## config.mk

```make
export PLATFORM = sky130hd
export DESIGN_NAME = wmc_config
export DESIGN_NICKNAME = d
export VERILOG_FILES = /design/src/rtl/wmc_config.v /design/src/rtl/wmc_wake_detect.v
export VERILOG_INCLUDE_DIRS = /design/src /design/src/pkg
export SDC_FILE = /design/constraint.sdc
export NUM_CORES = 1
export LEC_CHECK = 0
export ABC_AREA = 1
export CAP_MARGIN = 40
export CORE_UTILIZATION = 41
export DETAILED_ROUTE_END_ITERATION = 10
export DONT_BUFFER_PORTS = 1
export HOLD_SLACK_MARGIN = 0.15
export PLACE_DENSITY_LB_ADDON = 0.25
export RECOVER_POWER = 50
export SETUP_SLACK_MARGIN = 0.02
export SKIP_CTS_REPAIR_TIMING = 1
export SYNTH_ARGS = -nofsm -noshare
export SYNTH_HDL_FRONTEND = slang
export SYNTH_SLANG_ARGS = --single-unit
```

## constraint.sdc

```tcl
create_clock -name mclk -period 5.05 [get_ports mclk]
set_clock_uncertainty 0.15 [all_clocks]
set_input_delay 0.505 -clock mclk [delete_from_list [all_inputs] [get_ports mclk]]
set_output_delay 0.505 -clock mclk [all_outputs]
set_load 0.005 [all_outputs]
```

## src/pkg/wmc_regs.vh

```
// Register map, field positions, reset values and detector counts of the wake and medium block
`ifndef WMC_REGS_VH
`define WMC_REGS_VH

`define WMC_ADDR_CONFIG      8'h00
`define WMC_ADDR_FIRST_CFG   8'h04
`define WMC_ADDR_EEPROM_CMD  8'h08
`define WMC_ADDR_PHY_ONE     8'h0C
`define WMC_ADDR_PHY_TWO     8'h10
`define WMC_ADDR_TWISTER     8'h14
`define WMC_ADDR_NODE_LO     8'h18
`define WMC_ADDR_NODE_HI     8'h1C
`define WMC_ADDR_INT_STATUS  8'h20
`define WMC_ADDR_INT_MASK    8'h24
`define WMC_ADDR_BOOT_CTRL   8'h28

`define WMC_CFG_GNT_SEL      7
`define WMC_CFG_AUTOLOAD     6
`define WMC_CFG_PATTERN_EN   5
`define WMC_CFG_LINK_WAKE    4
`define WMC_CFG_MEDIA_HI     3
`define WMC_CFG_MEDIA_LO     2
`define WMC_CFG_STRAP        1
`define WMC_CFG_B2B          0
`define WMC_CFG_RESET        8'h00

`define WMC_FIRST_PWR_WAKE   0
`define WMC_EEM_HI           7
`define WMC_EEM_LO           6
`define WMC_BOOT_UNLOCK      21

`define WMC_INT_PATTERN      0
`define WMC_INT_LINK         1

`define WMC_MEDIA_AUTO       2'h0
`define WMC_MEDIA_UTP        2'h1
`define WMC_MEDIA_MII        2'h2
`define WMC_MEDIA_AUI        2'h3

`define WMC_ADDR_BYTES       6
`define WMC_SYNC_BYTES       3'h6
`define WMC_ID_COPIES        5'h10
`define WMC_PAYLOAD_START    11'h00C
`define WMC_MIN_FRAME        11'h011
`define WMC_SYNC_BYTE        8'hFF

`endif

```

## src/rtl/wmc_config.v

```verilog
// Wake and medium configuration register with its bus slave, wake logic, grant delay and medium select
//
// Decided for this implementation: the placing of the registers and the Avalon-MM register port.
`timescale 1ns/1ps
`include "wmc_regs.vh"

// Contract
// Select bit 1 delays frame start one clock after grant; 0 adds none.
// Tuning word writes accepted when auto-load is 0 and both EEPROM mode bits are 1.
// Auto-load 1 loads from EEPROM and ignores tuning word writes.
// EEPROM auto-load fills only the twister word, never the PHY words.
// Pattern wake counts only while power wake enable is set.
// A valid wake frame with wake enabled asserts the active-low power event.
// Only frames addressed to this node are searched.
// Wake frame needs destination, source, payload and CRC.
// Destination may be own node address or any multicast, broadcast included.
// Node identifier repeated sixteen times back to back, each exact.
// Six bytes of FFh must directly precede the identifier copies.
// Sync run and copies may start at any payload byte.
// Medium select 00 auto, 01 UTP, 10 MII, 11 AUI; auto prefers UTP.
// Link established with link wake and power wake on asserts power event; the code also needs power_state_ok and a rising utp_link_up.
// Medium bits are written only while the unlock bit is set; the code also loads them from an EEPROM config byte without the unlock bit.

module wmc_config (
  input  wire        mclk,
  input  wire        reset,
  input  wire [7:0]  avs_address,
  input  wire        avs_read,
  input  wire        avs_write,
  input  wire [31:0] avs_writedata,
  input  wire [3:0]  avs_byteenable,
  output reg  [31:0] avs_readdata,
  output reg         avs_waitrequest,
  output reg         irq,
  input  wire        bus_request,
  input  wire        pci_gnt_n,
  output reg         frame_start_n,
  input  wire        eeprom_cfg_valid,
  input  wire [7:0]  eeprom_cfg_byte,
  input  wire        eeprom_tw_valid,
  input  wire [15:0] eeprom_tw_word,
  output reg  [15:0] phy_tuning_word_one,
  output reg  [15:0] phy_tuning_word_two,
  output reg  [15:0] twister_tuning_word,
  input  wire        port_strap_status,
  input  wire        back_to_back_enable,
  input  wire        utp_link_up,
  input  wire        alt_link_up,
  input  wire        power_state_ok,
  output reg  [1:0]  medium_active,
  output reg         power_event_out_n,
  input  wire        rx_sof,
  input  wire        rx_valid,
  input  wire [7:0]  rx_byte,
  input  wire        rx_eof,
  input  wire        rx_crc_ok
);

  reg  [7:0]  cfg;
  reg  [7:0]  first_cfg;
  reg  [7:0]  eeprom_cmd;
  reg  [31:0] boot_ctrl;
  reg  [47:0] node_id;
  reg  [1:0]  int_status;
  reg  [1:0]  int_mask;
  reg         strap_q;
  reg         b2b_q;
  reg         gnt_q;
  reg         utp_link_q;
  reg  [31:0] next_readdata;
  reg  [1:0]  next_status;
  reg  [1:0]  next_medium;
  wire        pattern_found;
  wire [31:0] wmask;
  wire [31:0] wr_bits;
  wire        wr_hit;
  wire        power_wake;
  wire        tuning_unlocked;
  wire        pattern_event;
  wire        link_event;

  wmc_wake_detect u_detect (
    .mclk       (mclk),
    .reset      (reset),
    .node_id    (node_id),
    .rx_sof     (rx_sof),
    .rx_valid   (rx_valid),
    .rx_byte    (rx_byte),
    .rx_eof     (rx_eof),
    .rx_crc_ok  (rx_crc_ok),
    .wake_found (pattern_found)
  );

  assign wmask = {{8{avs_byteenable[3]}}, {8{avs_byteenable[2]}},
                  {8{avs_byteenable[1]}}, {8{avs_byteenable[0]}}};
  assign wr_bits = avs_writedata & wmask;
  assign wr_hit = avs_write & ~avs_waitrequest;
  assign power_wake = first_cfg[`WMC_FIRST_PWR_WAKE];
  assign tuning_unlocked = ~cfg[`WMC_CFG_AUTOLOAD] & eeprom_cmd[`WMC_EEM_HI]
                           & eeprom_cmd[`WMC_EEM_LO];
  assign pattern_event = pattern_found & cfg[`WMC_CFG_PATTERN_EN] & power_wake;
  assign link_event = utp_link_up & ~utp_link_q & cfg[`WMC_CFG_LINK_WAKE]
                      & power_wake & power_state_ok;

  function [31:0] merge;
    input [31:0] old;
    input [31:0] data;
    input [31:0] mask;
    begin
      merge = (old & ~mask) | (data & mask);
    end
  endfunction

  always @* begin
    case (avs_address)
      `WMC_ADDR_CONFIG:     next_readdata = {24'h000000, cfg[7:2], strap_q, b2b_q};
      `WMC_ADDR_FIRST_CFG:  next_readdata = {24'h000000, first_cfg};
      `WMC_ADDR_EEPROM_CMD: next_readdata = {24'h000000, eeprom_cmd};
      `WMC_ADDR_PHY_ONE:    next_readdata = {16'h0000, phy_tuning_word_one};
      `WMC_ADDR_PHY_TWO:    next_readdata = {16'h0000, phy_tuning_word_two};
      `WMC_ADDR_TWISTER:    next_readdata = {16'h0000, twister_tuning_word};
      `WMC_ADDR_NODE_LO:    next_readdata = node_id[31:0];
      `WMC_ADDR_NODE_HI:    next_readdata = {16'h0000, node_id[47:32]};
      `WMC_ADDR_INT_STATUS: next_readdata = {30'h0000000, int_status};
      `WMC_ADDR_INT_MASK:   next_readdata = {30'h0000000, int_mask};
      `WMC_ADDR_BOOT_CTRL:  next_readdata = boot_ctrl;
      default:              next_readdata = 32'h00000000;
    endcase
  end

  // Event set wins over write-one-to-clear
  always @* begin
    next_status = int_status;
    if (wr_hit && avs_address == `WMC_ADDR_INT_STATUS && avs_byteenable[0])
      next_status = int_status & ~avs_writedata[1:0];
    if (pattern_event)
      next_status[`WMC_INT_PATTERN] = 1'b1;
    if (link_event)
      next_status[`WMC_INT_LINK] = 1'b1;
  end

  always @* begin
    case (cfg[`WMC_CFG_MEDIA_HI:`WMC_CFG_MEDIA_LO])
      `WMC_MEDIA_AUTO: begin
        if (utp_link_up)
          next_medium = `WMC_MEDIA_UTP;
        else if (alt_link_up)
          next_medium = strap_q ? `WMC_MEDIA_AUI : `WMC_MEDIA_MII;
        else
          next_medium = `WMC_MEDIA_AUTO;
      end
      default: next_medium = cfg[`WMC_CFG_MEDIA_HI:`WMC_CFG_MEDIA_LO];
    endcase
  end

  // Avalon slave: one wait cycle, then answer
  always @(posedge mclk) begin
    if (reset) begin
      avs_waitrequest <= 1'b1;
      avs_readdata    <= 32'h00000000;
    end else if (!avs_waitrequest) begin
      avs_waitrequest <= 1'b1;
    end else if (avs_read || avs_write) begin
      avs_waitrequest <= 1'b0;
      if (avs_read)
        avs_readdata <= next_readdata;
    end
  end

  always @(posedge mclk) begin
    if (reset) begin
      cfg                 <= `WMC_CFG_RESET;
      first_cfg           <= 8'h00;
      eeprom_cmd          <= 8'h00;
      boot_ctrl           <= 32'h00000000;
      node_id             <= 48'h000000000000;
      int_mask            <= 2'h0;
      phy_tuning_word_one <= 16'h0000;
      phy_tuning_word_two <= 16'h0000;
      twister_tuning_word <= 16'h0000;
    end else begin
      if (eeprom_cfg_valid)
        cfg <= eeprom_cfg_byte;
      else if (wr_hit && avs_address == `WMC_ADDR_CONFIG && avs_byteenable[0]) begin
        cfg[`WMC_CFG_AUTOLOAD]   <= avs_writedata[`WMC_CFG_AUTOLOAD];
        cfg[`WMC_CFG_PATTERN_EN] <= avs_writedata[`WMC_CFG_PATTERN_EN];
        cfg[`WMC_CFG_LINK_WAKE]  <= avs_writedata[`WMC_CFG_LINK_WAKE];
        if (boot_ctrl[`WMC_BOOT_UNLOCK])
          cfg[`WMC_CFG_MEDIA_HI:`WMC_CFG_MEDIA_LO] <=
            avs_writedata[`WMC_CFG_MEDIA_HI:`WMC_CFG_MEDIA_LO];
      end
      if (wr_hit) begin
        case (avs_address)
          `WMC_ADDR_FIRST_CFG:  first_cfg <= (first_cfg & ~wmask[7:0]) | wr_bits[7:0];
          `WMC_ADDR_EEPROM_CMD: eeprom_cmd <= (eeprom_cmd & ~wmask[7:0]) | wr_bits[7:0];
          `WMC_ADDR_BOOT_CTRL:  boot_ctrl <= merge(boot_ctrl, avs_writedata, wmask);
          `WMC_ADDR_NODE_LO:    node_id[31:0] <= merge(node_id[31:0], avs_writedata, wmask);
          `WMC_ADDR_NODE_HI:    node_id[47:32] <= (node_id[47:32] & ~wmask[15:0]) | wr_bits[15:0];
          `WMC_ADDR_INT_MASK:   int_mask <= (int_mask & ~wmask[1:0]) | wr_bits[1:0];
          default: ;
        endcase
      end
      if (wr_hit && tuning_unlocked) begin
        if (avs_address == `WMC_ADDR_PHY_ONE)
          phy_tuning_word_one <= (phy_tuning_word_one & ~wmask[15:0]) | wr_bits[15:0];
        if (avs_address == `WMC_ADDR_PHY_TWO)
          phy_tuning_word_two <= (phy_tuning_word_two & ~wmask[15:0]) | wr_bits[15:0];
        if (avs_address == `WMC_ADDR_TWISTER)
          twister_tuning_word <= (twister_tuning_word & ~wmask[15:0]) | wr_bits[15:0];
      end
      if (eeprom_tw_valid && cfg[`WMC_CFG_AUTOLOAD])
        twister_tuning_word <= eeprom_tw_word;
    end
  end

  always @(posedge mclk) begin
    if (reset) begin
      int_status        <= 2'h0;
      irq               <= 1'b0;
      power_event_out_n <= 1'b1;
      strap_q           <= 1'b0;
      b2b_q             <= 1'b0;
      gnt_q             <= 1'b0;
      utp_link_q        <= 1'b0;
      frame_start_n     <= 1'b1;
      medium_active     <= `WMC_MEDIA_AUTO;
    end else begin
      int_status        <= next_status;
      irq               <= |(next_status & int_mask);
      power_event_out_n <= ~(|next_status);
      strap_q           <= port_strap_status;
      b2b_q             <= back_to_back_enable;
      gnt_q             <= ~pci_gnt_n;
      utp_link_q        <= utp_link_up;
      frame_start_n     <= ~(bus_request & (cfg[`WMC_CFG_GNT_SEL] ? gnt_q : ~pci_gnt_n));
      medium_active     <= next_medium;
    end
  end

endmodule

```

## src/rtl/wmc_wake_detect.v

```verilog
// Wake-pattern frame detector fed byte by byte from the receive path
`timescale 1ns/1ps
`include "wmc_regs.vh"

module wmc_wake_detect (
  input  wire        mclk,
  input  wire        reset,
  input  wire [47:0] node_id,
  input  wire        rx_sof,
  input  wire        rx_valid,
  input  wire [7:0]  rx_byte,
  input  wire        rx_eof,
  input  wire        rx_crc_ok,
  output reg         wake_found
);

  localparam S_SYNC  = 1'b0;
  localparam S_MATCH = 1'b1;

  wire [7:0]  id_byte [0:5];
  reg  [10:0] byte_cnt;
  reg         dest_own;
  reg         dest_multi;
  reg         state;
  reg  [2:0]  sync_cnt;
  reg  [2:0]  id_idx;
  reg  [4:0]  copies;
  reg         seq_seen;
  reg         next_state;
  reg  [2:0]  next_sync;
  reg  [2:0]  next_idx;
  reg  [4:0]  next_copies;
  reg         next_seen;

  genvar g;
  generate
    for (g = 0; g < `WMC_ADDR_BYTES; g = g + 1) begin : g_id
      assign id_byte[g] = node_id[8*g+7:8*g];
    end
  endgenerate

  wire in_dest    = byte_cnt < 11'd6;
  wire in_payload = byte_cnt >= `WMC_PAYLOAD_START;
  wire is_sync    = rx_byte == `WMC_SYNC_BYTE;

  // Search restarts at any payload byte
  always @* begin
    next_state  = state;
    next_sync   = sync_cnt;
    next_idx    = id_idx;
    next_copies = copies;
    next_seen   = seq_seen;
    case (state)
      S_SYNC: begin
        if (sync_cnt == `WMC_SYNC_BYTES && rx_byte == id_byte[0]) begin
          next_state  = S_MATCH;
          next_idx    = 3'd1;
          next_copies = 5'd0;
        end else if (is_sync) begin
          next_sync = (sync_cnt == `WMC_SYNC_BYTES) ? sync_cnt : sync_cnt + 3'd1;
        end else begin
          next_sync = 3'd0;
        end
      end
      S_MATCH: begin
        if (rx_byte == id_byte[id_idx]) begin
          if (id_idx == 3'd5) begin
            next_idx    = 3'd0;
            next_copies = copies + 5'd1;
            if (copies + 5'd1 == `WMC_ID_COPIES) begin
              next_seen  = 1'b1;
              next_state = S_SYNC;
              next_sync  = 3'd0;
            end
          end else begin
            next_idx = id_idx + 3'd1;
          end
        end else begin
          next_state = S_SYNC;
          next_sync  = is_sync ? 3'd1 : 3'd0;
        end
      end
      default: begin
        next_state = S_SYNC;
        next_sync  = 3'd0;
      end
    endcase
  end

  always @(posedge mclk) begin
    if (reset) begin
      byte_cnt   <= 11'h000;
      dest_own   <= 1'b0;
      dest_multi <= 1'b0;
      state      <= S_SYNC;
      sync_cnt   <= 3'd0;
      id_idx     <= 3'd0;
      copies     <= 5'd0;
      seq_seen   <= 1'b0;
      wake_found <= 1'b0;
    end else begin
      wake_found <= 1'b0;
      if (rx_sof) begin
        byte_cnt   <= 11'h000;
        dest_own   <= 1'b1;
        dest_multi <= 1'b0;
        state      <= S_SYNC;
        sync_cnt   <= 3'd0;
        id_idx     <= 3'd0;
        copies     <= 5'd0;
        seq_seen   <= 1'b0;
      end else if (rx_valid) begin
        if (byte_cnt != 11'h7FF)
          byte_cnt <= byte_cnt + 11'h001;
        if (in_dest) begin
          dest_own <= dest_own & (rx_byte == id_byte[byte_cnt[2:0]]);
          if (byte_cnt == 11'h000)
            dest_multi <= rx_byte[0];
        end
        if (in_payload) begin
          state    <= next_state;
          sync_cnt <= next_sync;
          id_idx   <= next_idx;
          copies   <= next_copies;
          seq_seen <= next_seen;
        end
      end
      if (rx_eof)
        wake_found <= seq_seen & (dest_own | dest_multi) & rx_crc_ok
                      & (byte_cnt >= `WMC_MIN_FRAME);
    end
  end

endmodule

```

# --- Word level (Yosys, flattened, before mapping) ---
# Cells that the tools add are included.
classes:
  n_reduce_logical: 41
  mux: 46
  bitwise_logic: 51
  order_cmp: 5
  n_eq_ne: 25
  add_sub_neg: 4
op_table:
  columns: ["op", "count"]
  rows:
  - ["32-bit case mux with 11 select lines", 1]
  - ["32-bit AND", 3]
  - ["16-bit AND", 4]
  - ["16-bit OR", 4]
  - ["32-bit OR", 2]
  - ["8-bit binary-select mux with 3-bit select", 2]
  - ["16-bit two-way mux", 3]
  - ["8-bit by 5-bit == test with 1-bit output, second input constant", 4]
  - ["8-bit two-way mux", 4]
  - ["32-bit inverter", 1]
  - ["3-bit two-way mux", 9]
  - ["2-bit AND reduction", 13]
  - ["5-bit two-way mux", 5]
  - ["8-bit by 6-bit == test with 1-bit output, second input constant", 3]
  - ["8-bit == test", 3]
  - ["8-bit AND", 2]
  - ["8-bit by 4-bit == test with 1-bit output, second input constant", 2]
  - ["16-bit inverter", 1]
  - ["8-bit OR", 2]
  - ["1-bit AND", 14]
  - ["1-bit two-way mux", 13]
  - ["3-bit case mux with 2 select lines", 2]
  - ["6-bit AND reduction", 2]
  - ["2-bit nonzero test", 6]
  - ["other kinds (34)", 67]
totals:
  word_cells: 204
  register_bits: 225
  inputBits: 93
  out_inout_bits: 86

# --- Depth between registers and ports, before layout ---
logic_depth:
  depth_word: 9
  ltp_mapped: 18
  mapped_depth_nobuf: 17

# --- Hierarchy ---
# A second synthesis with hierarchy kept.
unflattened:
  cells_unflattened: 1674
  hier_area_um2: 11409.7
modules_own_cells:
  columns: ["mod", "seq_area_each_um2", "cells_each", "n_inst", "area_each_um2"]
  rows:
  - ["wmc_config", 3923.8, 1169, 1, 8625.8]
  - ["wmc_wake_detect", 540.5, 505, 1, 2783.9]

# --- Worst setup path after synthesis ---
# No wires, ideal clock.
synth_timing:
  path_kind: "input-to-reg"
  start: "in avs_address[1]"
  end: "reg with a tool-made name"
  required_time_ns: 4.772
  slack_ns: 2.975
  path_buffers: 1
  setup_time_ns: 0.128
  t_arrival_ns: 1.798
  cell_stages: 10
  path_cell_list: "or2_1 nor3_2 nand2_1 nor2_1 inv_2 nor2_1 inv_1 clkbuf_1 o21ai_0 a21oi_1"
synth_lines:
  columns: ["element", "line", "rtl"]
  rows:
  - ["start: declaration", "wmc_config.v:27", "input wire [7:0] avs_address,"]

==> results.md <==
- Flop pwr share: 46.0%
- Critical Path AT: 4.18 ns
- CTS tree: built
- Int Power: 2.954 mW
- Post-Syn Area: 10660 sq um
- I/O Buffers: 0
- Leading cell types in the layout, fill and taps excluded: 282 x nand2_1, 223 x dfxtp_1, 222 x a21oi_1
- WL/cell: 18.22 um
- H-tree depth: 1
- First-pass GRT wire length: 51.98 mm
- Final non-filler cell area: 12530 sq um
- CP bufs+invs: 3
- Failing checks: capacitance limit, slew limit
- Detailed Routing Iterations Pass 1: 5
- YS warnings: 0
- Reg clk slew, reported paths: 0.06 ns
- Register area: 4464 sq um
- Global placement routability congestion: 0.8957
- Fin. max-slew vios: 160
- Hold Vio Cnt, Final: 0
- Vias: 10630
- Synth Net Count: 1614
- Synthesized instance count: 1514
- Min-Delay Path Class: in -> reg
- Drt drc: 0
- DRT Wirelength: 34.87 mm
- Setup tns final: 0 ns
- Grt ovf: 0
- Vias in the first global route: 9284
- CP delay by family, top: buffers and inverters
- Largest net degree at the start of global routing: 61
- Static leakage: 4.693 nW
- Starting Density: 42.10%
- Clock Power Share: 48.1%
- CP Cell Sequence: clkinvlp_2 > clkbuf_1 > o21ai_1 > a31oi_1 > dlygate4sd3_1
- Clock root buffer: clkbuf_16
- FF+latch count, synth: 223
- Max-cap violation count: 3
- Area of the multi-input gates: 5102 sq um
- R2R depth: 14
- Syn_area_per_cell: 7.043 sq um
- Initial DRC Count: 970
- Power density over the cells: 309.5 nW/um^2
- Final Total Pwr: 3.879 mW
- Fin nets: 1665
- Clk Latency, worst-skew pair: 0.54 ns
- Final period util: 77.33%
- Area Overhead vs Synth: 17.53%
- Comb pwr share: 5.9%
- IO Count: 179
- Reg2Reg Capture Point: u_detect.dest_own
- Number of fillers in the final layout: 2499
- Total clock sinks: 223
- Initial antenna violation count: 0
- Critical path class: in -> reg
- Die width: 163.3 um
- RSZ-0062 raised after global routing: no
- Antenna Cells: 0
- Worst-Margin Slew: 2.353 ns
- Crit path max fanout: 60
- Fmax: 0.2561 GHz
- Net Sw Frac: 23.83%
- Worst Path Required: 5.33 ns
- Maximum vdd drop: 215.9 uV
- Largest stage delay, worst path: 1.40 ns
- DIE AREA: 26660 sq um
- WP depth: 5
- Shortest period the worst path allows: 3.905 ns
- Ys async rst share: 0%
- Cell Rows: 58
- Run status: complete, but fails checks
- Worst setup EP type: flop
- Via density per instance: 5.554
- Post-DP HPWL: 24.43 mm
- Core area: 25330 sq um
- Hold slack final: 0.1113 ns
- Dominant synthesized flop cell: dfxtp_1
- RR Startpoint: u_detect.byte_cnt[1]
- Crit start category: primary input
- Layout cells sized above 1: 5.114%
- Final cell count without fillers: 1914
- Longest Clk Path Bufs: 3
- Die Y-Extent: 163.3 um
- Critical path's slowest cell: clkinvlp_2
- Crit path launch: reset
- Cts bufs inserted: 26
- Post-synthesis sequential area ratio: 41.87%
- Area after DPL: 10830 sq um
- Net Switching: 0.9244 mW
- Synth cell types: 45
- Gr usage total: 24.83%
- Commonest non-fill, non-tap cell in the layout: nand2_1
- R2R setup slack: 1.72 ns
- Post-DRT Antenna Nets: 0
- EDFF count, synth: 0
- Setup violators final: 0
- Relative slew margins: -56.88%
- Dpl cells: 1781
==> power groups by stage <==
stage	combinational, mW	sequential, mW	clock, mW
5_1_grt	0.250	1.79	1.96
2_1_floorplan	0.125	1.82	0
3_3_place_gp	0.151	1.82	0
3_5_place_dp	0.154	1.82	0
4_1_cts	0.154	1.79	1.88
6_report	0.228	1.79	1.86
==> final cells by class <==
class / instances / area share (%)
multi-input cells: 1017 / 40.71
flip-flops and latches: 223 / 35.62
repair buffers: 100 / 7.658
clock buffers: 39 / 6.390
inverters: 197 / 5.911
well taps: 330 / 3.295
clock inverters: 8 / 0.4093
==> cells by family after synthesis <==
logic type               synth area share [%]
adder cells (fa/ha/maj)                0.8214
AO/OA/AOI/OAI                           26.92
flip-flops                              41.87
XOR/XNOR                                1.314
AND/OR/NAND/NOR                         18.80
buffers and inverters                   10.28
==> synthesized netlist by cell type, types with 4 or more instances <==
| cell | instances | share of area, % |
|---|---|---|
| nor2_1 | 72 | 2.5 |
| inv_2 | 5 | 0.18 |
| a211oi_1 | 4 | 0.28 |
| nor4_1 | 4 | 0.23 |
| nand2_1 | 282 | 9.9 |
| o21ai_1 | 4 | 0.19 |
| xnor2_1 | 6 | 0.49 |
| nor3_1 | 14 | 0.66 |
| inv_1 | 190 | 6.7 |
| a32o_1 | 6 | 0.56 |
| nand4_1 | 12 | 0.70 |
| nor2_2 | 4 | 0.23 |
| nand3_1 | 65 | 3.1 |
| o21ai_0 | 194 | 9.1 |
| a31oi_1 | 13 | 0.76 |
| o31ai_1 | 6 | 0.42 |
| a21oi_1 | 222 | 10 |
| ha_1 | 7 | 0.82 |
| clkbuf_1 | 43 | 1.5 |
| dfxtp_1 | 223 | 42 |
| a221oi_1 | 9 | 0.74 |
| o22ai_1 | 35 | 2.1 |
| buf_4 | 4 | 0.28 |
| o211ai_1 | 20 | 1.4 |
| buf_2 | 24 | 1.1 |
| xor2_1 | 10 | 0.82 |
==> how the worst min path moves through the flow <==
stage                   startpoint             endpoint  slack (ns)  cells after the start
2_1_floorplan  u_detect.dest_multi  u_detect.dest_multi        0.27                      2
6_report          eeprom_cfg_valid               cfg[7]        0.11                      2
3_5_place_dp   u_detect.dest_multi  u_detect.dest_multi        0.29                      2
4_1_cts                  pci_gnt_n                gnt_q       -0.13                      1
3_3_place_gp   u_detect.dest_multi  u_detect.dest_multi        0.29                      2
5_1_grt           eeprom_cfg_valid               cfg[7]        0.16                      2
==> per-stage QoR <==
| stage | setup WS (ns) | utilization (%) |
|---|---|---|
| 2_1_floorplan | 2.975 | - |
| 3_3_place_gp | 1.840 | 42.62 |
| 3_5_place_dp | 2.005 | 42.77 |
| 4_1_cts | 2.233 | 46.14 |
| 5_1_grt | 0.8602 | 49.48 |
| 6_report | 1.145 | 49.48 |
==> per-layer routing <==
| metal | vias up | global-route usage [%] | part of all wire [%] |
|---|---|---|---|
| met3 | 81 | 5.993 | 8.5 |
| met4 | 0 | 6.967 | 2.7 |
| met2 | 422 | 40.16 | 46 |
| met5 | - | 0 | 0 |
| met1 | 4915 | 32.68 | 42 |
| li1 | 5213 | - | - |
Note: power is estimated with default switching activity, not from simulation.
